File: src/pnc_pkg.sv
package pnc_pkg;

    // Bus address width: word index plus two byte bits
    localparam int ADDR_W = 18;

    // Word indices; the byte address is four times the index
    localparam logic [15:0] IDX_NOLOAD = 16'hE608;
    localparam logic [15:0] IDX_COMPUTE = 16'hE60E;
    localparam logic [15:0] IDX_IRQ_STATUS = 16'hE620;
    localparam logic [15:0] IDX_IRQ_MASK = 16'hE621;

    // Reset values
    localparam logic [15:0] COMPUTE_RESET = 16'h01FF;
    localparam logic [8:0] NOLOAD_RESET = 9'h000;
    localparam logic [2:0] IRQ_STATUS_RESET = 3'h0;
    localparam logic [2:0] IRQ_MASK_RESET = 3'h0;

    // Event bit positions in the main interrupt status register
    localparam int EV_TOTAL = 0;
    localparam int EV_FUND = 1;
    localparam int EV_APP = 2;

    // Bus responses
    localparam logic [1:0] RESP_OKAY = 2'h0;
    localparam logic [1:0] RESP_SLVERR = 2'h2;

    typedef enum logic [1:0] {
        PNC_ANG_VOLT_CURR = 2'b00,
        PNC_ANG_VOLT_VOLT = 2'b01,
        PNC_ANG_CURR_CURR = 2'b10,
        PNC_ANG_NONE = 2'b11
    } pnc_angle_t;

    // Computation-mode layout, bit 15 down to bit 0
    typedef struct packed {
        logic spare;
        logic line_freq_select;
        logic [2:0] nominal_volt_use;
        pnc_angle_t angle_measure_select;
        logic [2:0] pulse3_phase_select;
        logic [2:0] pulse2_phase_select;
        logic [2:0] pulse1_phase_select;
    } pnc_compute_t;

    // No-load flags, bit 8 down to bit 0; index 0 is phase A
    typedef struct packed {
        logic [2:0] apparent_power_noload_flag;
        logic [2:0] fundamental_power_noload_flag;
        logic [2:0] total_power_noload_flag;
    } pnc_noload_t;

    typedef enum logic [2:0] {
        PNC_REG_NONE = 3'b000,
        PNC_REG_NOLOAD = 3'b001,
        PNC_REG_COMPUTE = 3'b010,
        PNC_REG_IRQ_ST = 3'b011,
        PNC_REG_IRQ_MASK = 3'b100
    } pnc_reg_t;

endpackage
File: src/pnc_noload_compute.sv
// Our own choice: the AXI4-Lite register port.
`timescale 1ns/1ps
module pnc_noload_compute
    import pnc_pkg::*;
(
    input wire logic aclk,
    input wire logic aresetn,
    input wire logic [ADDR_W-1:0] awaddr,
    input wire logic awvalid,
    output logic awready,
    input wire logic [31:0] wdata,
    input wire logic [3:0] wstrb,
    input wire logic wvalid,
    output logic wready,
    output logic [1:0] bresp,
    output logic bvalid,
    input wire logic bready,
    input wire logic [ADDR_W-1:0] araddr,
    input wire logic arvalid,
    output logic arready,
    output logic [31:0] rdata,
    output logic [1:0] rresp,
    output logic rvalid,
    input wire logic rready,
    input wire pnc_noload_t noload_detect,
    output pnc_noload_t noload_flags,
    output pnc_compute_t compute_mode,
    output logic irq
);

    // Word decode shared by the read and write paths
    function automatic pnc_reg_t decode(input logic [ADDR_W-1:0] a);
        pnc_reg_t id;
        id = PNC_REG_NONE;
        if (a[1:0] == 2'b00)
        begin
            case (a[ADDR_W-1:2])
                IDX_NOLOAD: id = PNC_REG_NOLOAD;
                IDX_COMPUTE: id = PNC_REG_COMPUTE;
                IDX_IRQ_STATUS: id = PNC_REG_IRQ_ST;
                IDX_IRQ_MASK: id = PNC_REG_IRQ_MASK;
                default: id = PNC_REG_NONE;
            endcase
        end
        return id;
    endfunction

    // Byte-lane merge for the two low lanes of a 16-bit register
    function automatic logic [15:0] merge16(input logic [15:0] old, input logic [15:0] nw, input logic [1:0] strb);
        logic [15:0] r;
        r = old;
        if (strb[0])
        begin
            r[7:0] = nw[7:0];
        end
        if (strb[1])
        begin
            r[15:8] = nw[15:8];
        end
        return r;
    endfunction

    logic aw_held_r, aw_held_nxt;
    logic w_held_r, w_held_nxt;
    logic [ADDR_W-1:0] awaddr_r, awaddr_nxt;
    logic [31:0] wdata_r, wdata_nxt;
    logic [3:0] wstrb_r, wstrb_nxt;
    logic awready_r, awready_nxt;
    logic wready_r, wready_nxt;
    logic bvalid_r, bvalid_nxt;
    logic [1:0] bresp_r, bresp_nxt;
    logic arready_r, arready_nxt;
    logic rvalid_r, rvalid_nxt;
    logic [31:0] rdata_r, rdata_nxt;
    logic [1:0] rresp_r, rresp_nxt;
    logic wr_fire;
    pnc_reg_t wr_id;
    pnc_reg_t rd_id;

    pnc_noload_t status_r, status_nxt;
    logic [15:0] cfg_r, cfg_nxt;
    logic [2:0] irq_st_r, irq_st_nxt;
    logic [2:0] mask_r, mask_nxt;
    logic irq_r, irq_nxt;
    logic [2:0] ev_set;

    // Bus handshakes: address and data are caught in either order,
    // the write commits once both are held and no response is pending
    always_comb
    begin
        aw_held_nxt = aw_held_r;
        w_held_nxt = w_held_r;
        awaddr_nxt = awaddr_r;
        wdata_nxt = wdata_r;
        wstrb_nxt = wstrb_r;
        bvalid_nxt = bvalid_r;
        bresp_nxt = bresp_r;
        arready_nxt = arready_r;
        rvalid_nxt = rvalid_r;
        rdata_nxt = rdata_r;
        rresp_nxt = rresp_r;
        wr_id = decode(awaddr_r);
        rd_id = decode(araddr);
        wr_fire = aw_held_r && w_held_r && !bvalid_r;
        if (awvalid && awready_r)
        begin
            aw_held_nxt = 1'b1;
            awaddr_nxt = awaddr;
        end
        if (wvalid && wready_r)
        begin
            w_held_nxt = 1'b1;
            wdata_nxt = wdata;
            wstrb_nxt = wstrb;
        end
        if (bvalid_r && bready)
        begin
            bvalid_nxt = 1'b0;
        end
        if (wr_fire)
        begin
            aw_held_nxt = 1'b0;
            w_held_nxt = 1'b0;
            bvalid_nxt = 1'b1;
            bresp_nxt = (wr_id == PNC_REG_NONE) ? RESP_SLVERR : RESP_OKAY;
        end
        // Ready drops while a beat is parked, which is the back-pressure
        awready_nxt = !aw_held_nxt;
        wready_nxt = !w_held_nxt;
        if (arvalid && arready_r)
        begin
            arready_nxt = 1'b0;
            rvalid_nxt = 1'b1;
            rresp_nxt = (rd_id == PNC_REG_NONE) ? RESP_SLVERR : RESP_OKAY;
            case (rd_id)
                PNC_REG_NOLOAD: rdata_nxt = {23'h00_0000, status_r};
                PNC_REG_COMPUTE: rdata_nxt = {16'h0000, cfg_r};
                PNC_REG_IRQ_ST: rdata_nxt = {29'h0000_0000, irq_st_r};
                PNC_REG_IRQ_MASK: rdata_nxt = {29'h0000_0000, mask_r};
                default: rdata_nxt = 32'h0000_0000;
            endcase
        end
        if (rvalid_r && rready)
        begin
            rvalid_nxt = 1'b0;
            arready_nxt = 1'b1;
        end
    end

    // Register state: flags, mode word, sticky events and mask
    always_comb
    begin
        status_nxt = noload_detect;
        ev_set[EV_TOTAL] = |(noload_detect.total_power_noload_flag & ~status_r.total_power_noload_flag);
        ev_set[EV_FUND] = |(noload_detect.fundamental_power_noload_flag & ~status_r.fundamental_power_noload_flag);
        ev_set[EV_APP] = |(noload_detect.apparent_power_noload_flag & ~status_r.apparent_power_noload_flag);
        cfg_nxt = cfg_r;
        mask_nxt = mask_r;
        irq_st_nxt = irq_st_r;
        if (wr_fire && wr_id == PNC_REG_COMPUTE)
        begin
            cfg_nxt = merge16(cfg_r, wdata_r[15:0], wstrb_r[1:0]);
        end
        if (wr_fire && wr_id == PNC_REG_IRQ_MASK && wstrb_r[0])
        begin
            mask_nxt = wdata_r[2:0];
        end
        // Write one to clear
        if (wr_fire && wr_id == PNC_REG_IRQ_ST && wstrb_r[0])
        begin
            irq_st_nxt = irq_st_r & ~wdata_r[2:0];
        end
        // A new event in the clearing cycle is kept: set wins
        irq_st_nxt = irq_st_nxt | ev_set;
        irq_nxt = |(irq_st_nxt & mask_nxt);
    end

    // Single register stage for both groups
    always_ff @(posedge aclk)
    begin
        if (!aresetn)
        begin
            aw_held_r <= 1'b0;
            w_held_r <= 1'b0;
            awaddr_r <= '0;
            wdata_r <= 32'h0000_0000;
            wstrb_r <= 4'h0;
            awready_r <= 1'b1;
            wready_r <= 1'b1;
            bvalid_r <= 1'b0;
            bresp_r <= RESP_OKAY;
            arready_r <= 1'b1;
            rvalid_r <= 1'b0;
            rdata_r <= 32'h0000_0000;
            rresp_r <= RESP_OKAY;
            status_r <= NOLOAD_RESET;
            cfg_r <= COMPUTE_RESET;
            irq_st_r <= IRQ_STATUS_RESET;
            mask_r <= IRQ_MASK_RESET;
            irq_r <= 1'b0;
        end
        else
        begin
            aw_held_r <= aw_held_nxt;
            w_held_r <= w_held_nxt;
            awaddr_r <= awaddr_nxt;
            wdata_r <= wdata_nxt;
            wstrb_r <= wstrb_nxt;
            awready_r <= awready_nxt;
            wready_r <= wready_nxt;
            bvalid_r <= bvalid_nxt;
            bresp_r <= bresp_nxt;
            arready_r <= arready_nxt;
            rvalid_r <= rvalid_nxt;
            rdata_r <= rdata_nxt;
            rresp_r <= rresp_nxt;
            status_r <= status_nxt;
            cfg_r <= cfg_nxt;
            irq_st_r <= irq_st_nxt;
            mask_r <= mask_nxt;
            irq_r <= irq_nxt;
        end
    end

    // Outputs straight from flops; bit 15 of the mode word is carried
    // in the struct but nothing downstream may use it
    assign awready = awready_r;
    assign wready = wready_r;
    assign bvalid = bvalid_r;
    assign bresp = bresp_r;
    assign arready = arready_r;
    assign rvalid = rvalid_r;
    assign rdata = rdata_r;
    assign rresp = rresp_r;
    assign noload_flags = status_r;
    assign compute_mode = pnc_compute_t'(cfg_r);
    assign irq = irq_r;
endmodule

File: config.mk
export PLATFORM = sky130hd
export DESIGN_NAME = pnc_noload_compute
export DESIGN_NICKNAME = d
export VERILOG_FILES = /design/src/pnc_pkg.sv /design/src/pnc_noload_compute.sv
export SDC_FILE = /design/constraint.sdc
export NUM_CORES = 1
export LEC_CHECK = 0
export ABC_AREA = 1
export BUFFER_PORTS_ARGS = -buffer_cell sky130_fd_sc_hd__buf_2
export CORE_MARGIN = 2
export CORE_UTILIZATION = 49
export CTS_CLUSTER_DIAMETER = 40
export CTS_CLUSTER_SIZE = 8
export DETAILED_ROUTE_END_ITERATION = 10
export PLACE_DENSITY = 0.88
export SYNTH_ARGS = -nofsm -noshare
export SYNTH_HDL_FRONTEND = slang
export SYNTH_SLANG_ARGS = --single-unit
File: constraint.sdc
create_clock -name aclk -period 2.15 [get_ports aclk]
set_input_delay 0.1075 -clock aclk [delete_from_list [all_inputs] [get_ports aclk]]
set_output_delay 0.1075 -clock aclk [all_outputs]
set_load 0.05 [all_outputs]
# Yosys cells after proc, flatten, opt, wreduce, memory -nomap -nowiden
# Index checks and enable logic that the tools add are counted.
op_classes:
  n_eq_ne: 15
  bitwise_logic: 11
  reduce_logical: 27
  muxes: 15
ops:
  columns: ["cell", "n"]
  rows:
  - ["16-bit == test, second input constant", 8]
  - ["16-bit case mux with 4 select lines", 1]
  - ["3-bit case mux with 4 select lines", 2]
  - ["3-bit bitwise AND", 5]
  - ["3-bit by 2-bit == test with 1-bit output, second input constant", 4]
  - ["1-bit logical AND", 12]
  - ["3-bit 2-to-1 mux", 4]
  - ["3-bit inverter", 4]
  - ["3-bit OR reduction", 4]
  - ["3-bit == test, second input constant", 2]
  - ["3-bit zero test", 2]
  - ["1-bit 2-to-1 mux", 6]
  - ["2-bit zero test", 2]
  - ["2-bit 2-to-1 mux", 2]
  - ["2-bit AND reduction", 2]
  - ["3-bit by 1-bit == test with 1-bit output, second input constant", 1]
  - ["1-bit zero test", 3]
  - ["3-bit bitwise OR", 1]
  - ["2-bit nonzero test", 1]
  - ["2-bit OR reduction", 1]
  - ["1-bit inverter", 1]
word_totals:
  out_inout_bits: 67
  wordCells: 89
  reg_bits: 111
  input_bits: 88

# Longest topological paths before layout
# Gate-level depths: netlist of run 1.
logic_depth:
  word_depth: 10
  ltp_mapped: 13
  mapped_depth_nobuf: 13

# Worst setup path after synthesis of run 1
# OpenSTA, ideal clock, no wires.
synth_path:
  path_kind: "reg2reg"
  from: "register bvalid_r, in the netlist bvalid"
  to: "register cfg_r[6], in the netlist compute_mode[6]"
  stages_incl_launch_ff: 10
  slack_ns: 0.456
  required_time_ns: 2.007
  t_arrival_ns: 1.551
  setup_ns: 0.143
  path_cell_list: "dfxtp_1 nor2_1 nand2_1 nor2_1 nand2_1 or2_1 buf_6 buf_6 nand2_1 o211ai_2"
synth_between:
  elab_chain_cells: 4
synth_rtl:
  columns: ["element", "line_no", "text"]
  rows:
  - ["start, declared", "pnc_noload_compute.sv:70", "logic bvalid_r, bvalid_nxt;"]
  - ["start signal, assigned", "pnc_noload_compute.sv:211", "bvalid_r <= bvalid_nxt;"]
  - ["1-bit zero test", "pnc_noload_compute.sv:104", "wr_fire = aw_held_r && w_held_r && !bvalid_r;"]
  - ["1-bit logical AND", "pnc_noload_compute.sv:104", null]
  - ["1-bit logical AND", "pnc_noload_compute.sv:160", "if (wr_fire && wr_id == PNC_REG_COMPUTE)"]
  - ["2-bit AND reduction (no source line)", null, null]
  - ["end signal, assigned", "pnc_noload_compute.sv:218", "cfg_r <= cfg_nxt;"]
  - ["end, declared", "pnc_noload_compute.sv:81", "logic [15:0] cfg_r, cfg_nxt;"]
# Every way passes these cells.
# A chain may end at the register's enable or synchronous reset.

# Worst setup path in the final report of run 1
layout_path:
  from: "register awaddr_r[17]"
  to: "register cfg_r[14], in the netlist compute_mode[14]"
layout_between:
  elab_chain_cells: 6
layout_rtl:
  columns: ["element", "line_no", "text"]
  rows:
  - ["start, declared", "pnc_noload_compute.sv:65", "logic [ADDR_W-1:0] awaddr_r, awaddr_nxt;"]
  - ["start signal, assigned", "pnc_noload_compute.sv:206", "awaddr_r <= awaddr_nxt;"]
  - ["16-bit == test", "pnc_noload_compute.sv:37", "case (a[ADDR_W-1:2])"]
  - ["3-bit case mux with 4 select lines *", "pnc_noload_compute.sv:37", null]
  - ["3-bit 2-to-1 mux *", "pnc_noload_compute.sv:35", "if (a[1:0] == 2'b00)"]
  - ["3-bit by 2-bit == test with 1-bit output *", "pnc_noload_compute.sv:160", null]
  - ["1-bit logical AND *", "pnc_noload_compute.sv:160", null]
  - ["2-bit AND reduction (no source line) *", null, null]
# Mark *: on every way between the ends. The rest lies on a longest branch, timed or not.

==> summary.txt, run 1 <==
Global route
  • Vias in the first global route: 3682
  • GRT Util Overall: 22.4%
  • First-pass GRT wire length: 15800 um
  • GRT Residual Overflow: 0
  • Pin count of the biggest net entering global routing: 34
  • Initial antenna violation count: 0

Floorplan
  • I/O pins: 155
  • Die span in x: 94.3 um
  • CORE AREA: 0.00781 mm^2
  • DIE AREA: 0.00889 mm^2
  • Initial Utilization: 51.2%
  • Die height: 94.3 um
  • Site row count: 32

Yosys
  • Simple logic cell fraction of the synthesized area: 21.5%
  • Cell variety after synth: 27
  • Share of the synthesized area in the top cell type: 46.6%
  • Number of enable flip-flop cells after synthesis: 0
  • Post-synthesis mux area share: 0%
  • Synth Warn #: 0
  • Asr flop ratio synth: 0%
  • Synth Flop Type: dfxtp_1
  • Synth area leaders: dfxtp_1 (47%), nand2_1 (11%), a21oi_1 (8.1%)
  • Mean Syn Cell Area: 7.30 um^2
  • Post-Synthesis Cell Area: 0.00399 mm^2
  • Share of the synthesized area in compound gates (AO/OA/AOI/OAI): 18.4%
  • Largest family of logic cells by synthesized area: simple AND/OR/NAND/NOR gates
  • Register area share after synthesis: 46.6%
  • Flop and latch count out of synthesis: 93
  • Largest area contributor in the netlist: dfxtp_1
  • Post-synthesis xor/xnor area fraction: 0%
  • Most numerous cell in the Yosys netlist: nand2_1
  • Post-Syn Instances: 547
  • Commonest cells post-synth: nand2_1 (113), dfxtp_1 (93), inv_1 (75)
  • Post-Synth Adder-Cell Area: 0%

Placement
  • RePlAce Congestion: 0.863
  • Final HPWL DP: 7160 um
  • Placed inst area: 0.00459 mm^2
  • IO buf count: 118

Finish
  • Design area: 0.00492 mm^2
  • Area delta synth->final: 23.2%
  • End-of-flow core utilization: 63.0%
  • Final nets: 760
  • Layout cells sized above 1: 23.5%
  • Antenna fix cells: 0

Clocking
  • Clock buffer depth: 2
  • Resized cells post-CTS: 0
  • H-tree level count: 3
  • Num CTS Buffers: 9
  • CTS root buffer: clkbuf_8
  • Worst-skew pair later-pin latency: 0.36 ns
  • Sink Count: 93
  • CTS tree: yes
  • Reg clk slew, reported paths: 0.09 ns

Timing
  • Hold Vio Cnt, Final: 0
  • Fmax: 0.564 GHz
  • Clock Skews: 0.00875 ns
  • Final Cycle Share: 82.5%
  • Final setup fails: 0
  • Worst slew margin: 63.0%
  • RSZ-0062 raised after global routing: false
  • Worst Max-Slew Pin Slew: 0.554 ns
  • Max-slew violations: 0
  • Min cycle time layout: 1.77 ns
  • Setup TNS: 0 ns

Power
  • Switching Share: 28.2%
  • Comb pwr share: 13.9%
  • Clock network power share: 35.3%
  • P_sw: 1.03 mW
  • P_int: 2.62 mW
  • VDD IR max: 453 uV
  • P_leak: 2.45 nW
  • Sequential cell fraction of total power: 50.8%
  • Pwr dens: 741 mW/mm^2

Drt
  • Vias per cell: 4.94
  • Total wire length: 9730 um
  • Initial DRT Pass Iterations: 4
  • Detail Route Antenna Nets: 0
  • Average routed wire per standard cell: 12.5 um
  • 1st-iter DRT viols: 149
  • DR DRC count: 0
  • Vias: 3846

Critical path
  • CP max FO: 16
  • Worst Setup Start Kind: flip-flop
  • Kind of critical path: flip-flop to flip-flop
  • Setup slack, reg-to-reg: 0.38 ns
  • Worst Setup End Kind: flip-flop
  • Data arrival, critical path: 2.07 ns
  • Req. time, crit path: 2.45 ns

Status
  • Outcome: completed

Min path
  • Hold WC Path Type: primary input to flip-flop

Flow run
  • Number of max-cap violations: 0
## routing by layer
layer / vias up / global-route usage (%) / routed length [um]
met5: - / 0 / 0
met4: 0 / 9.06 / 201
met3: 15 / 4.01 / 674
met2: 153 / 41.3 / 4780
met1: 1709 / 25.3 / 4070
li1: 1969 / - / -
## timing repair
action                    4_1_cts  5_1_grt
setup buffers                   0        0
hold buffers                   11        0
hold endpoints to repair       11        0
## final timing paths
kind           startpoint  cells after the start          endpoint
min reg2reg   wdata_r[11]                      2       wdata_r[11]
max          awaddr_r[17]                      8  compute_mode[14]
max reg2reg  awaddr_r[17]                      8  compute_mode[14]
min              wdata[8]                      3        wdata_r[8]
## flip-flops by register name, summed over array words and instances (netlist names)
register      count
wdata_r          16
awready           1
wready            1
bvalid            1
wstrb_r           2
rdata            16
aw_held_r         1
rvalid            1
noload_flags      9
awaddr_r         18
w_held_r          1
mask_r            3
irq               1
irq_st_r          3
compute_mode     16
rresp             1
bresp             1
arready           1
## through the flow
step           cells  setup WS (ns)  hold WS (ns)  total power [mW]
2_1_floorplan    564          0.456         0.201              2.26
3_3_place_gp     752          0.554         0.301              2.36
3_5_place_dp     752          0.401         0.305              2.38
4_1_cts          778          0.389       0.00771              3.66
5_1_grt          778          0.105        0.0196              3.79
6_report         778          0.377        0.0174              3.65
## power groups by stage
| stage | clock, mW | combinational (mW) | sequential (mW) |
|---|---|---|---|
| after floorplan | 0 | 0.307 | 1.95 |
| after global placement | 0 | 0.473 | 1.89 |
| after detailed placement | 0 | 0.488 | 1.89 |
| after CTS | 1.30 | 0.506 | 1.85 |
| after global routing | 1.36 | 0.565 | 1.86 |
| final | 1.29 | 0.507 | 1.85 |
## cell families after synthesis
| logic type | after synthesis |
|---|---|
| AOI/OAI and AO/OA | 130 |
| buffers and inverters | 119 |
| DFF | 93 |
| other | 1 |
| and+or+nand+nor | 204 |
## area by class of cell
class / count / area (um^2)
timing repair buffer: 135 / 746
fill: 696 / 2890
inverter: 81 / 304
sequential: 93 / 1860
tap: 102 / 128
multi-input combinational: 352 / 1660
clock buffer: 9 / 124
clock inverter: 6 / 95.1
## placed cells by master, fill, tap and decap left out, drive strengths merged
cell type | synthesis | final
clkinvlp | 0 | 2
conb | 1 | 18
o211ai | 8 | 8
dlygate4sd3 | 0 | 11
o31ai | 1 | 1
o21a | 1 | 1
nand3 | 34 | 34
buf | 23 | 124
inv | 79 | 81
dfxtp | 93 | 93
or2 | 1 | 1
nand2 | 114 | 114
a21oi | 67 | 67
nand4 | 9 | 9
nor3 | 2 | 2
clkbuf | 15 | 9
o21ai | 49 | 49
clkinv | 2 | 2
bufinv | 0 | 2
o22ai | 4 | 4
nor2 | 44 | 44
## critical path, cell delays in order (launching register included)
cell,delay (ns)
dfxtp_1,0.36
inv_1,0.07
nor2_2,0.09
nand4_2,0.10
nor2_2,0.14
nand4_1,0.14
nor2_2,0.47
o21ai_0,0.18
a21oi_1,0.14
(Power assumes the default switching activity.)
==> run 2: changes to the inputs <==
Settings changed: CORE_UTILIZATION 49 to 44, PLACE_DENSITY 0.88 to 0.84.
Clock period 2.15 ns to 1.6 ns, I/O delays scaled along.
==> run 2 against run 1 <==
Clock skew increased by 0.0018 ns. Worst hold slack lost 0.015 ns. Clock power grew 32%. Sequential power grew 35%. Flip-flop and latch count unchanged. Setup slack got worse by 0.35 ns. Cell count increased by 3.7%. Final area increased by 9.4%. Routed wire length up 6.5%. Core utilization fell by 1.6 points. Total power increased by 35%. First-iteration DRC count is 23% lower.
==> summary.txt, run 2 (synthesis gave the netlist of run 1 again) <==
Floorplan
  • DIE AREA: 0.00985 mm^2
  • CORE AREA: 0.00876 mm^2
  • Die span in x: 99.3 um
  • I/O pins: 155
  • Die height: 99.3 um
  • Initial Utilization: 45.6%
  • Site row count: 34

Global route
  • GRT Residual Overflow: 0
  • First-pass GRT wire length: 16300 um
  • Most Crowded Layer GR: met2
  • GRT Util Overall: 20.4%
  • M2 GR Usage: 36.4%
  • Pin count of the biggest net entering global routing: 33
  • Vias in the first global route: 3683
  • Met3 GRT Util: 3.51%
  • Initial antenna violation count: 0
  • Met1 Use GR: 24.1%

Timing
  • Final Cycle Share: 98.6%
  • RSZ-0062 raised after global routing: true
  • Fmax: 0.634 GHz
  • Final setup fails: 0
  • Clock Skews: 0.0106 ns
  • Max-slew violations: 0
  • Min cycle time layout: 1.58 ns
  • Hold Vio Cnt, Final: 0
  • Final WS setup: 0.0231 ns

Power
  • Clock network power share: 34.4%
  • P_leak: 2.61 nW
  • Switching Share: 28.2%
  • Comb pwr share: 15.1%
  • P_int: 3.55 mW
  • Pwr dens: 918 mW/mm^2
  • P_sw: 1.39 mW
  • Sequential cell fraction of total power: 50.5%
  • VDD IR max: 471 uV
  • Power, Total: 4.94 mW

Critical path
  • CP Buf/Inv Count: 2
  • Worst Setup Start Kind: flip-flop
  • CP peak stage delay: 0.32 ns
  • Data arrival, critical path: 1.83 ns
  • Req. time, crit path: 1.85 ns
  • CP max FO: 8
  • Critical path depth: 9
  • Reg2Reg Depth: 9
  • CP cell instances: inv_1 -> nand2_1 -> nor3_1 -> nand3_2 -> nand3_1 -> nor2_4 -> buf_12 -> a21oi_1 -> o21ai_0
  • Max stage delay cell, worst path: dfxtp_1
  • Delay-heaviest family, CP: simple AND/OR/NAND/NOR gates
  • Worst Setup End Kind: flip-flop
  • Kind of critical path: flip-flop to flip-flop

Clocking
  • Sink Count: 93
  • Clock buffer depth: 2
  • CTS root buffer: clkbuf_8
  • Reg clk slew, reported paths: 0.09 ns
  • Num CTS Buffers: 9
  • CTS tree: yes
  • H-tree level count: 3
  • Worst-skew pair later-pin latency: 0.36 ns

Finish
  • Design area: 0.00538 mm^2
  • Area delta synth->final: 34.8%
  • Top reg by flops: awaddr_r
  • Commonest non-fill, non-tap cell in the layout: buf_2
  • Antenna fix cells: 0
  • Max reg flops: 18
  • Most frequent cells in the layout: buf_2 (118), nand2_1 (100), dfxtp_1 (89)
  • End-of-flow core utilization: 61.4%
  • Final nets: 783
  • Layout cells sized above 1: 30.9%
  • Final cell count without fillers: 807

Placement
  • Placed Cells: 764
  • IO buf count: 118
  • Placed inst area: 0.00468 mm^2
  • Final HPWL DP: 7450 um
  • RePlAce Congestion: 0.888
  • Post-placement setup slack: -0.00340 ns

Drt
  • 1st-iter DRT viols: 115
  • Total wire length: 10400 um
  • Initial DRT Pass Iterations: 5
  • DR DRC count: 0
  • Average routed wire per standard cell: 12.8 um
  • Vias per cell: 4.95
  • Detail Route Antenna Nets: 0
  • Vias: 3994

Min path
  • Hold depth: 3
  • Hold WC Path Type: primary input to flip-flop

Status
  • Outcome: completed

Flow run
  • Number of max-cap violations: 0
-- run 2: cell count changes in the layout (fill, tap and decap cells not counted), sizes merged --
cell,previous run,this run
clkinvlp,2,1
dlygate4sd3,11,22
clkinv,2,4
inv,81,80
buf,124,135
clkbuf,9,10
-- run 2: through the flow --
stage	setup TNS (ns)	hold WS, ns
after floorplan	0	0.173
after global placement	0	0.274
after detailed placement	-0.00340	0.275
after CTS	0	0.00287
after global routing	-1.67	0.0151
final	0	0.00274
-- run 2: area by class of cell --
type / instances / area, um^2
clock buffers: 9 / 124
clock inverters: 6 / 86.3
fillers: 773 / 3380
inverters: 81 / 304
multi-input cells: 352 / 1840
flip-flops and latches: 93 / 1870
well taps: 108 / 135
repair buffers: 158 / 1020
-- run 2: timing repair --
action | 4_1_cts | 5_1_grt
hold buffers | 22 | 0
pin swaps | 4 | 13
setup endpoints to repair | 8 | 20
gates cloned | 1 | 1
setup buffers | 2 | 2
gates resized for setup | 7 | 59
hold endpoints to repair | 22 | 0
-- run 2: power by group through the flow --
stage               sequential, mW  combinational, mW  clock, mW
CTS                           2.49              0.717       1.72
finish                        2.50              0.745       1.70
floorplan                     2.62              0.412          0
global route                  2.51              0.824       1.80
global placement              2.54              0.651          0
detailed placement            2.54              0.672          0
-- run 2: path summary, 6_finish.rpt --
path / start / endpoint / slack, ns
max: awaddr_r[4] / compute_mode[8] / 0.02
min: wdata[13] / wdata_r[13] / 0.003
max reg2reg: awaddr_r[4] / compute_mode[8] / 0.02
min reg2reg: awaddr_r[13] / awaddr_r[13] / 0.45
-- run 2: routing by layer --
metal | vias up | share of wire [%]
met4 | 0 | 2.5
met3 | 23 | 6.1
met1 | 1822 | 42
li1 | 2016 | -
met5 | - | 0
met2 | 133 | 50
-- run 2: worst min-delay path, cell delays in order --
cell and delay [ns]:
buf_2 0.07, o21ai_0 0.07, a21oi_1 0.11
